$ cat src/verilog/sleep_ctrl_cfg.svh
// Purpose: addresses, field positions, resets and timing of the sleep ctrl
// Assumes: 32-bit classic Wishbone, byte addresses on adr_i[7:0]
// Notes:   times in registers count in ticks of TICK_TIME_NS
`ifndef SLEEP_CTRL_CFG_SVH
`define SLEEP_CTRL_CFG_SVH
// clock and tick timing
`define CLK_PERIOD_NS     40
`define TICK_TIME_NS      1000000
// register byte addresses
`define ADR_CTRL          8'h00
`define ADR_SLEEP_PERIOD  8'h04
`define ADR_WAKE_TIME     8'h08
`define ADR_STATUS        8'h0c
`define ADR_SYNCED_SLEEP  8'h10
`define ADR_SYNCED_WAKE   8'h14
// control fields
`define CTRL_MODE_LSB     0
`define CTRL_FLOW_BIT     4
`define CTRL_IND_BIT      5
`define CTRL_POLL_BIT     6
`define CTRL_PREF_BIT     8
`define CTRL_NONCOORD_BIT 9
`define CTRL_MASK         32'h0000_037f
// reset values
`define CTRL_RST          32'h0000_0000
`define SLEEP_PERIOD_RST  16'h0064
`define WAKE_TIME_RST     16'h0010
// sleep mode select encodings
`define MODE_NORMAL       4'h0
`define MODE_PIN          4'h1
`define MODE_CYCLIC       4'h4
`define MODE_CYCLIC_PIN   4'h5
`define MODE_SUPPORT      4'h7
`define MODE_SYNC         4'h8
`endif

$ cat src/verilog/sleep_ctrl_pkg.sv
// Purpose: shared types of the radio sleep mode controller
// Assumes: nothing is imported; users write sleep_ctrl_pkg::name
// Notes:   times are 16-bit tick counts
package sleep_ctrl_pkg;
  // a sleep or wake time in ticks
  typedef logic [15:0] stime_t;
  // sequencer states
  typedef enum logic [1:0] {S_AWAKE, S_DRAIN, S_ASLEEP, S_NET_SLEEP} seq_t;
  // sync message between peer nodes
  typedef struct packed {
    logic   valid;  // one-cycle pulse
    logic   relay;  // rebroadcast of another node's sync
    stime_t sleep;  // network sleep period
    stime_t wake;   // network wake time
  } sync_msg_t;
endpackage

$ cat src/verilog/radio_sleep_mode_controller.sv
// Purpose: sleep mode sequencer of a radio node with Wishbone registers
// Assumes: all inputs synchronous except sleep_request_in_i
// Notes:   one clock; no interrupt, no buffering
// How it works
// RL1: mode 0 never sleeps
// RL2: mode 1 request high: finish traffic, sleep
// RL3: pin sleep ends when request low
// RL4: mode 4 cycles; data extends wake
// RL5: awake indicator high awake, low asleep
// RL6: flow control: cts low awake, high asleep
// RL7: poll parent once per asynchronous wake
// RL8: mode 5 cycles only while request high
// RL9: mode 7 tracks network, never sleeps
// RL10: mode 8 sleeps, deaf while asleep
// RL11: own timing only until first sync
// RL12: queries report timing in use
// RL13: mode 8 indicator follows awake when enabled
// RL14: mode 8 cts deasserted while asleep
// RL15: unsynced: listen, sleep own period, repeat
// RL16: data restarts wake-time inactivity timer
// RL17: normal mode routes always, relays sync
// RL18: coordinator sends one sync per wake
// RL19: network adopts latest local timing
// RL20: non-coordinator never becomes coordinator
// RL21: timing change applies at next wake
// RL22: preferred coordinator syncs every wake
// RL23: request input through two flip-flops
//
// The register addresses and the Wishbone slave port were decided locally.
`include "sleep_ctrl_cfg.svh"
`timescale 1ns/1ps
`default_nettype none
module radio_sleep_mode_controller #(
  parameter int unsigned TICK_CYCLES = `TICK_TIME_NS / `CLK_PERIOD_NS
)(
  // clock and reset
  input  wire logic                    clk_i,
  input  wire logic                    rst_i,
  // wishbone slave
  input  wire logic                    cyc_i,
  input  wire logic                    stb_i,
  input  wire logic                    we_i,
  input  wire logic [3:0]              sel_i,
  input  wire logic [7:0]              adr_i,
  input  wire logic [31:0]             dat_i,
  output logic      [31:0]             dat_o,
  output logic                         ack_o,
  // host pins
  input  wire logic                    sleep_request_in_i,
  output logic                         awake_o,
  output logic                         cts_n_o,
  // datapath activity
  input  wire logic                    serial_rx_i,
  input  wire logic                    rf_rx_i,
  input  wire logic                    busy_i,
  output logic                         rx_ready_o,
  output logic                         data_tx_ok_o,
  output logic                         poll_o,
  // peer nodes
  input  wire sleep_ctrl_pkg::sync_msg_t sync_rx_i,
  input  wire logic                    join_req_i,
  output sleep_ctrl_pkg::sync_msg_t    sync_tx_o
);
  // refuse a tick the prescaler cannot count
  if (TICK_CYCLES < 1) begin : g_chk
    $error("TICK_CYCLES must be at least 1");
  end

  ////////////////////////////////////////////////////////////////////////////
  // register group
  logic [31:0]            ctrl, next_ctrl;          // mode and options
  sleep_ctrl_pkg::stime_t sleep_period, next_sleep; // local sleep period
  sleep_ctrl_pkg::stime_t wake_time, next_wake;     // local wake time
  logic                   local_chg, next_local_chg; // timing not yet applied
  logic                   ack, next_ack;            // bus answer
  logic [31:0]            rdat, next_rdat;          // read data
  logic [31:0]            cur_word;                 // addressed register
  logic [31:0]            wmerge;                   // word after byte lanes
  logic                   timing_wr;                // sleep or wake written
  logic                   apply;                    // local timing taken
  // sequencer signals read by the bus
  sleep_ctrl_pkg::stime_t cur_sleep, cur_wake;      // timing in use
  logic                   synced, coord;
  sleep_ctrl_pkg::seq_t   state;

  // control fields
  logic [3:0] mode;
  logic       flow_en, ind_en, poll_en, pref, noncoord;
  assign mode     = ctrl[`CTRL_MODE_LSB +: 4];
  assign flow_en  = ctrl[`CTRL_FLOW_BIT];
  assign ind_en   = ctrl[`CTRL_IND_BIT];
  assign poll_en  = ctrl[`CTRL_POLL_BIT];
  assign pref     = ctrl[`CTRL_PREF_BIT];
  assign noncoord = ctrl[`CTRL_NONCOORD_BIT];

  // byte-lane merge of a write into the old word
  function automatic logic [31:0] merge(input logic [31:0] old,
                                        input logic [31:0] nw,
                                        input logic [3:0]  sel);
    logic [31:0] r;
    r = old;
    for (int b = 0; b < 4; b++)
      if (sel[b])
        r[8*b +: 8] = nw[8*b +: 8];
    return r;
  endfunction

  // register next values; ack one cycle after the request,
  // and a write lands on the edge where ack is sampled
  always_comb
  begin
    next_ctrl  = ctrl;
    next_sleep = sleep_period;
    next_wake  = wake_time;
    next_ack   = cyc_i & stb_i & ~ack;
    next_rdat  = rdat;
    timing_wr  = 1'b0;
    case (adr_i)
      `ADR_CTRL:         cur_word = ctrl;
      `ADR_SLEEP_PERIOD: cur_word = {16'h0000, sleep_period};
      `ADR_WAKE_TIME:    cur_word = {16'h0000, wake_time};
      `ADR_STATUS:       cur_word = {28'h0000000, coord, synced,
                           state == sleep_ctrl_pkg::S_NET_SLEEP,
                           state == sleep_ctrl_pkg::S_ASLEEP};
      `ADR_SYNCED_SLEEP: cur_word = {16'h0000, cur_sleep}; // see RL12
      `ADR_SYNCED_WAKE:  cur_word = {16'h0000, cur_wake};  // see RL12
      default:           cur_word = 32'h0000_0000;  // unmapped reads zero
    endcase
    wmerge = merge(cur_word, dat_i, sel_i);
    if (cyc_i & stb_i & ~ack)
      next_rdat = cur_word;
    if (cyc_i & stb_i & we_i & ack)
    begin
      case (adr_i)
        `ADR_CTRL:         next_ctrl = wmerge & `CTRL_MASK;
        `ADR_SLEEP_PERIOD:
        begin
          next_sleep = wmerge[15:0];
          timing_wr  = 1'b1;
        end
        `ADR_WAKE_TIME:
        begin
          next_wake = wmerge[15:0];
          timing_wr = 1'b1;
        end
        default:           next_ctrl = ctrl;  // read-only or unmapped
      endcase
    end
    // a new write wins over the apply in the same cycle
    next_local_chg = (local_chg & ~apply) | timing_wr; // see RL19
  end

  // register group flip-flops
  always_ff @(posedge clk_i)
  begin
    if (rst_i)
    begin
      ctrl         <= `CTRL_RST;
      sleep_period <= `SLEEP_PERIOD_RST;
      wake_time    <= `WAKE_TIME_RST;
      local_chg    <= 1'b0;
      ack          <= 1'b0;
      rdat         <= 32'h0000_0000;
    end
    else
    begin
      ctrl         <= next_ctrl;
      sleep_period <= next_sleep;
      wake_time    <= next_wake;
      local_chg    <= next_local_chg;
      ack          <= next_ack;
      rdat         <= next_rdat;
    end
  end
  assign ack_o = ack;
  assign dat_o = rdat;

  ////////////////////////////////////////////////////////////////////////////
  // sequencer group
  sleep_ctrl_pkg::seq_t      next_state;
  sleep_ctrl_pkg::stime_t    timer, next_timer;     // ticks left in phase
  sleep_ctrl_pkg::stime_t    net_sleep, next_net_sleep;
  sleep_ctrl_pkg::stime_t    net_wake, next_net_wake;
  sleep_ctrl_pkg::sync_msg_t sync_tx, next_sync_tx;
  logic [31:0] presc, next_presc;                   // tick prescaler
  logic        next_synced;
  logic        req_s1, req_s2;                      // request synchroniser
  logic        poll, next_poll;
  logic        awake, next_awake;
  logic        cts_n, next_cts_n;
  logic        tick, tdone, data, req, wake_ev, wake_start, pin_hold;
  logic        sync_mode, async_mode, lp_next;

  // timing in use: own values until synced, network values after
  assign cur_sleep  = synced ? net_sleep : sleep_period; // see RL11 RL15
  assign cur_wake   = synced ? net_wake : wake_time;     // see RL11 RL15
  // a non-coordinator does not sync every wake; it sends its own sync only on a local timing change or a join
  assign coord      = pref & ~noncoord;                  // see RL20 RL22
  assign sync_mode  = (mode == `MODE_SUPPORT) | (mode == `MODE_SYNC);
  assign async_mode = (mode == `MODE_PIN) | (mode == `MODE_CYCLIC) |
                      (mode == `MODE_CYCLIC_PIN);

  // next state of the sleep sequencer
  always_comb
  begin
    next_state   = state;
    next_synced  = synced;
    next_net_sleep = net_sleep;
    next_net_wake  = net_wake;
    next_poll    = 1'b0;
    next_sync_tx = '0;
    wake_ev      = 1'b0;
    wake_start   = 1'b0;
    apply        = 1'b0;
    tick         = presc == TICK_CYCLES - 1;
    next_presc   = tick ? 32'h0000_0000 : presc + 32'h0000_0001;
    tdone        = timer == 16'h0000;
    next_timer   = (tick & ~tdone) ? timer - 16'h0001 : timer;
    req          = req_s2;                           // see RL23
    data         = (serial_rx_i | rf_rx_i) & (state != sleep_ctrl_pkg::S_ASLEEP);
    pin_hold     = (mode == `MODE_CYCLIC_PIN) & ~req;
    case (mode)
      `MODE_PIN:
        case (state)
          sleep_ctrl_pkg::S_AWAKE:
            if (req)
              next_state = sleep_ctrl_pkg::S_DRAIN;
          sleep_ctrl_pkg::S_DRAIN:
            if (!req)
              next_state = sleep_ctrl_pkg::S_AWAKE;
            else if (!busy_i)                        // see RL2
              next_state = sleep_ctrl_pkg::S_ASLEEP;
          sleep_ctrl_pkg::S_ASLEEP:
            if (!req)                                // see RL3
            begin
              next_state = sleep_ctrl_pkg::S_AWAKE;
              wake_ev    = 1'b1;
            end
          default: next_state = sleep_ctrl_pkg::S_AWAKE;
        endcase
      `MODE_CYCLIC, `MODE_CYCLIC_PIN:
        case (state)
          sleep_ctrl_pkg::S_AWAKE:
            if (data)
              next_timer = wake_time;                // see RL4 RL16
            else if (tdone & ~pin_hold)              // see RL8
              next_state = sleep_ctrl_pkg::S_DRAIN;
          sleep_ctrl_pkg::S_DRAIN:
            if (data | pin_hold)
            begin
              next_state = sleep_ctrl_pkg::S_AWAKE;
              next_timer = data ? wake_time : 16'h0000; // see RL16
            end
            else if (!busy_i)
            begin
              next_state = sleep_ctrl_pkg::S_ASLEEP;
              next_timer = sleep_period;
            end
          sleep_ctrl_pkg::S_ASLEEP:
            if (pin_hold | tdone)                    // see RL4 RL8
            begin
              next_state = sleep_ctrl_pkg::S_AWAKE;
              next_timer = 16'h0000;
              wake_ev    = 1'b1;
            end
          default: next_state = sleep_ctrl_pkg::S_AWAKE;
        endcase
      `MODE_SUPPORT, `MODE_SYNC:
        case (state)
          sleep_ctrl_pkg::S_AWAKE:
            if (tdone)
            begin
              // support nodes only mark the network asleep
              next_state = (mode == `MODE_SYNC) ? sleep_ctrl_pkg::S_DRAIN
                                                : sleep_ctrl_pkg::S_NET_SLEEP;
              next_timer = cur_sleep;                // see RL9 RL15
            end
          sleep_ctrl_pkg::S_DRAIN:
            if (!busy_i)
            begin
              next_state = sleep_ctrl_pkg::S_ASLEEP; // see RL10
              next_timer = cur_sleep;
            end
          default:
            if (tdone | (mode == `MODE_SUPPORT &&
                         state == sleep_ctrl_pkg::S_ASLEEP))
            begin
              next_state = sleep_ctrl_pkg::S_AWAKE;
              next_timer = cur_wake;
              wake_start = 1'b1;
            end
        endcase
      default: next_state = sleep_ctrl_pkg::S_AWAKE;   // see RL1
    endcase
    // start of a network wake: apply local timing, then send sync
    if (wake_start)
    begin
      if (local_chg)                                 // see RL21 RL19
      begin
        next_net_sleep = sleep_period;
        next_net_wake  = wake_time;
        next_timer     = wake_time;
        apply          = 1'b1;
      end
      if (coord | local_chg)                         // see RL18 RL22
      begin
        next_synced  = 1'b1;
        next_sync_tx = {1'b1, 1'b0,
                        local_chg ? sleep_period : cur_sleep,
                        local_chg ? wake_time : cur_wake};
      end
    end
    // a heard sync aligns the node and is rebroadcast once
    else if (sync_rx_i.valid & (state != sleep_ctrl_pkg::S_ASLEEP) &
             (sync_mode | mode == `MODE_NORMAL))
    begin
      next_synced    = 1'b1;                         // see RL11 RL17
      next_net_sleep = sync_rx_i.sleep;
      next_net_wake  = sync_rx_i.wake;
      next_sync_tx   = {1'b1, 1'b1, sync_rx_i.sleep, sync_rx_i.wake}; // see RL18
      if (sync_mode)
      begin
        next_state = sleep_ctrl_pkg::S_AWAKE;
        next_timer = sync_rx_i.wake;
      end
    end
    // joining nodes are answered by a synced mode 7 or 8 node whenever it listens
    else if (join_req_i & synced & sync_mode &
             (state != sleep_ctrl_pkg::S_ASLEEP))
      next_sync_tx = {1'b1, 1'b0, cur_sleep, cur_wake}; // see RL9
    // one poll per asynchronous wake
    if (wake_ev & poll_en & async_mode)
      next_poll = 1'b1;                              // see RL7
    lp_next    = next_state == sleep_ctrl_pkg::S_ASLEEP;
    next_awake = ~lp_next & (ind_en | mode == `MODE_CYCLIC |
                             mode == `MODE_CYCLIC_PIN); // see RL5 RL13
    next_cts_n = flow_en & lp_next;                  // see RL6 RL14
  end

  // sequencer flip-flops; the request passes two stages first
  always_ff @(posedge clk_i)
  begin
    if (rst_i)
    begin
      state     <= sleep_ctrl_pkg::S_AWAKE;
      timer     <= 16'h0000;
      presc     <= 32'h0000_0000;
      synced    <= 1'b0;
      net_sleep <= `SLEEP_PERIOD_RST;
      net_wake  <= `WAKE_TIME_RST;
      sync_tx   <= '0;
      req_s1    <= 1'b0;
      req_s2    <= 1'b0;
      poll      <= 1'b0;
      awake     <= 1'b0;
      cts_n     <= 1'b0;
    end
    else
    begin
      state     <= next_state;
      timer     <= next_timer;
      presc     <= next_presc;
      synced    <= next_synced;
      net_sleep <= next_net_sleep;
      net_wake  <= next_net_wake;
      sync_tx   <= next_sync_tx;
      req_s1    <= sleep_request_in_i;               // see RL23
      req_s2    <= req_s1;
      poll      <= next_poll;
      awake     <= next_awake;
      cts_n     <= next_cts_n;
    end
  end

  // outputs; asleep means no radio or serial input is taken
  assign awake_o      = awake;
  assign cts_n_o      = cts_n;
  assign poll_o       = poll;
  assign sync_tx_o    = sync_tx;
  assign rx_ready_o   = state != sleep_ctrl_pkg::S_ASLEEP;  // see RL10
  // normal mode routes at any time; support waits for network wake
  assign data_tx_ok_o = (mode == `MODE_SUPPORT) ?
                        (state == sleep_ctrl_pkg::S_AWAKE) :
                        (state != sleep_ctrl_pkg::S_ASLEEP); // see RL9 RL17
endmodule
`default_nettype wire

$ cat config.mk
export PLATFORM = sky130hd
export DESIGN_NAME = radio_sleep_mode_controller
export DESIGN_NICKNAME = d
export VERILOG_FILES = /design/src/verilog/sleep_ctrl_pkg.sv /design/src/verilog/radio_sleep_mode_controller.sv
export VERILOG_INCLUDE_DIRS = /design/src /design/src/verilog
export SDC_FILE = /design/constraint.sdc
export NUM_CORES = 1
export LEC_CHECK = 0
export BUFFER_PORTS_ARGS = -buffer_cell sky130_fd_sc_hd__buf_2
export CAP_MARGIN = 30
export CORE_MARGIN = 1
export CORE_UTILIZATION = 40
export CTS_CLUSTER_DIAMETER = 200
export CTS_CLUSTER_SIZE = 12
export DETAILED_ROUTE_END_ITERATION = 7
export PLACE_DENSITY = 0.61
export SLEW_MARGIN = 10
export SYNTH_ARGS = -nofsm -noshare
export SYNTH_HDL_FRONTEND = slang
export SYNTH_SLANG_ARGS = --single-unit
$ cat constraint.sdc
create_clock -name clk_i -period 3.15 [get_ports clk_i]
set_clock_uncertainty 0.05 [all_clocks]
set_input_delay 0.315 -clock clk_i [delete_from_list [all_inputs] [get_ports clk_i]]
set_output_delay 0.315 -clock clk_i [all_outputs]
set_load 0.03 [all_outputs]
==> out/results.tsv <==
metric	value	unit
crit path launch	presc[22]	
Synth warnings	0	
Die Wd	166	µm
DR pass1 iterations	8	
WS Path Type	register to register	
Fin Setup TNS	0	ns
mux cell area share after synthesis	7.17	%
Seq/Total Area, Yosys	33.8	%
Post-Route WL	43.3	mm
CP max-delay cell	or4_4	
post-CTS setup buffers	0	
Global Route Usage Sum	30.9	%
maximum clock path buffer count	2	
num rows	59	
Seq pwr share	45.8	%
pwr dens	405	nW/µm²
CTS tree	done	
clock latency at the later pin of the worst-skew pair	0.45	ns
DR DRC count	12	
Fin Hold WS	0.0312	ns
internal power	3.63	mW
Post-synth ARST share	0	%
Die Span Y	166	µm
post-synthesis adder-cell area fraction	0.233	%
initial drt markers	1446	
GPL Wtd Cong	1.07	
Max FO, Critical Path	5	
Leak	5.13	nW
routed vias	11585	
fill count	2606	
die area	27500	µm²
failing checks	design-rule violations	
clock root buffer	clkbuf_16	
setup violators final	0	
crit path cell chain	or4_1 > or4_4 > buf_4 > nor4_2 > xnor2_1 > a211oi_1 > a221oi_1 > a311oi_1	
outcome	finished with violations	
Worst Path Buf+Inv	1	
Post-DRT Antenna Nets	0	
syn avg cell area	7.63	µm²
Startpoint Class	register	
Clock Power Share	43.8	%
Initial Util	40.9	%
Synth Area in Simple Gates	26.3	%
worst path required time	3.46	ns
Post-Synth XOR/XNOR Area	3.27	%
I/O pin count	160	
post-DP HPWL	32.5	mm
vias in the first global route	10591	
critical path data arrival time	3.31	ns
Tcrit/Tclk final	95.4	%
Worst-path clk slew	0.08	ns
worst slew pin tran	0.903	ns
Comb pwr share	10.4	%
DR WL/cell	22.8	µm
clock sink count	181	
Port Buffers	124	
CP endpoint kind	register	
CP max stage delay	0.58	ns
max_cap viols	0	
Achievable Freq	0.333	GHz
Via-to-Cell Ratio	6.10	
Main synth FF type	dfxtp_1	
global-route wire length before repair	64.9	mm
number of synthesized flops with an enable pin	0	
Net Sw Frac	30.2	%
minimum clock period	3.00	ns
hold_sp	sleep_request_in_i	
Fin. Hold Viols	0	
setup slack, reg-to-reg	0.15	ns
RSZ-0062 raised after global routing	no	
CTS buffer count	17	
Netlist cell types	81	
largest net degree at the start of global routing	67	
initial antenna violation count	1	
Slew HR	39.3	%
reg-to-reg critical path startpoint	presc[22]	
Top delay family on crit path	simple AND/OR/NAND/NOR gates	
Slew Limit Fails	0	
worst vdd ir	0.000259	V
main combinational cell family by area after synthesis	simple AND/OR/NAND/NOR gates	
Syn Inst Count	1405	
share of cells above drive strength 1	21.3	%
core box area	26200	µm²
flops & latches, synth	181	
Syn Std Cell Area	10700	µm²
post-synthesis compound-gate area fraction	23.2	%
total grt overflow	0	
CTS H-tree lvls	4	
net switching power	1.57	mW
Layout Nets	1641	
P&R area growth vs syn	19.8	%
Hold Path Class	input pin to register	
layout by cell type (no fill, tap or decap), types with 5 or more instances in the layout:
master / instances
nand2_1: 231
nor2_1: 197
dfxtp_1: 180
buf_2: 123
buf_4: 101
o21ai_0: 72
a21oi_1: 62
nand3_1: 42
mux2i_1: 33
mux2_2: 33
a311oi_1: 30
a222oi_1: 29
nor3_1: 28
xnor2_1: 26
inv_1: 25
a221oi_1: 20
a211oi_1: 18
a31oi_1: 17
clkbuf_16: 17
and3_1: 16
conb_1: 16
a22oi_1: 15
xor2_1: 14
o211ai_1: 13
nor2b_1: 12
nand4_1: 11
nor4_1: 10
nand2b_1: 9
or2_2: 9
o31ai_1: 8
or3_1: 8
o221ai_1: 8
buf_12: 6
o22ai_1: 5
clkinv_8: 5
area by class of cell:
| cell class | instances | area [µm²] | area share, % |
|---|---|---|---|
| antenna | 1 | 2.50 | 0.0195 |
| sequential | 181 | 3620 | 28.2 |
| timing repair buffer | 231 | 1510 | 11.7 |
| clock inverter | 15 | 198 | 1.54 |
| tap | 335 | 419 | 3.26 |
| inverter | 27 | 101 | 0.789 |
| clock buffer | 17 | 425 | 3.31 |
| multi-input combinational | 1093 | 6570 | 51.1 |
state kept, by name (all words and copies together), names as in the netlist, 2 cells and up:
register,count
sync_tx_o,34
presc,32
dat_o,16
net_sleep,16
net_wake,16
sleep_period,16
timer,16
wake_time,16
ctrl,9
state,2
stage by stage:
stage | cells | setup WS, ns | utilization (%) | instance area, µm² | power (mW)
CTS | 1899 | 0.105 | 48.9 | 12800 | 5.23
finish | 1900 | 0.146 | 49.0 | 12900 | 5.20
global route | 1899 | 0.0473 | 49.0 | 12800 | 5.37
floorplan | 1420 | 0.429 | - | 10800 | 2.78
global placement | 1866 | 0.164 | 46.5 | 12200 | 2.96
detailed placement | 1867 | 0.132 | 46.5 | 12200 | 2.97
cells in the mapped netlist, drive strengths merged, types with 20 or more instances:
master,n,area [µm²]
a311oi,30,263
dfxtp,181,3620
mux2,33,372
nand2,232,871
o21ai,76,380
inv,25,93.8
mux2i,33,330
nor3,28,140
xnor2,26,228
nand3,42,210
nor2,200,756
a21oi,62,310
buf,34,218
a222oi,29,290
clkbuf,85,319
a221oi,20,175
a211oi,20,160
path summary, 6_finish.rpt:
kind | to | cells past startpoint
worst max-delay path | timer[6] | 8
worst min-delay path | req_s1 | 2
worst min register to register | req | 1
worst max register to register | timer[6] | 8
kinds of logic (layout without fill, tap and decap cells):
kind of cell             count (synthesis)  in the layout
AO/OA/AOI/OAI                          351            351
XOR/XNOR                                40             40
adder cells (fa/ha/maj)                  2              2
buffers and inverters                  146            290
flip-flops                             181            181
multiplexers                            69             69
other                                    1             17
AND/OR/NAND/NOR                        615            615
repair_timing:
item	in CTS	in global routing
setup endpoints to repair	0	3
hold endpoints to repair	0	0
gates resized for setup	0	5
hold buffers	0	0
power groups by stage:
stage          registers [mW]  logic, mW  clock network, mW
3_5_place_dp             2.44      0.534                  0
6_report                 2.38      0.543               2.28
3_3_place_gp             2.43      0.528                  0
2_1_floorplan            2.48      0.300                  0
5_1_grt                  2.39      0.580               2.40
4_1_cts                  2.38      0.536               2.31
routing by layer:
layer | vias to the layer above | global-route usage, % | wire [µm]
met5 | - | 0 | 0
met4 | 0 | 14.0 | 1870
met3 | 104 | 9.37 | 5470
met2 | 686 | 44.8 | 18200
met1 | 5426 | 42.1 | 17800
li1 | 5369 | - | -
Power figures use the tool's default switching activity.
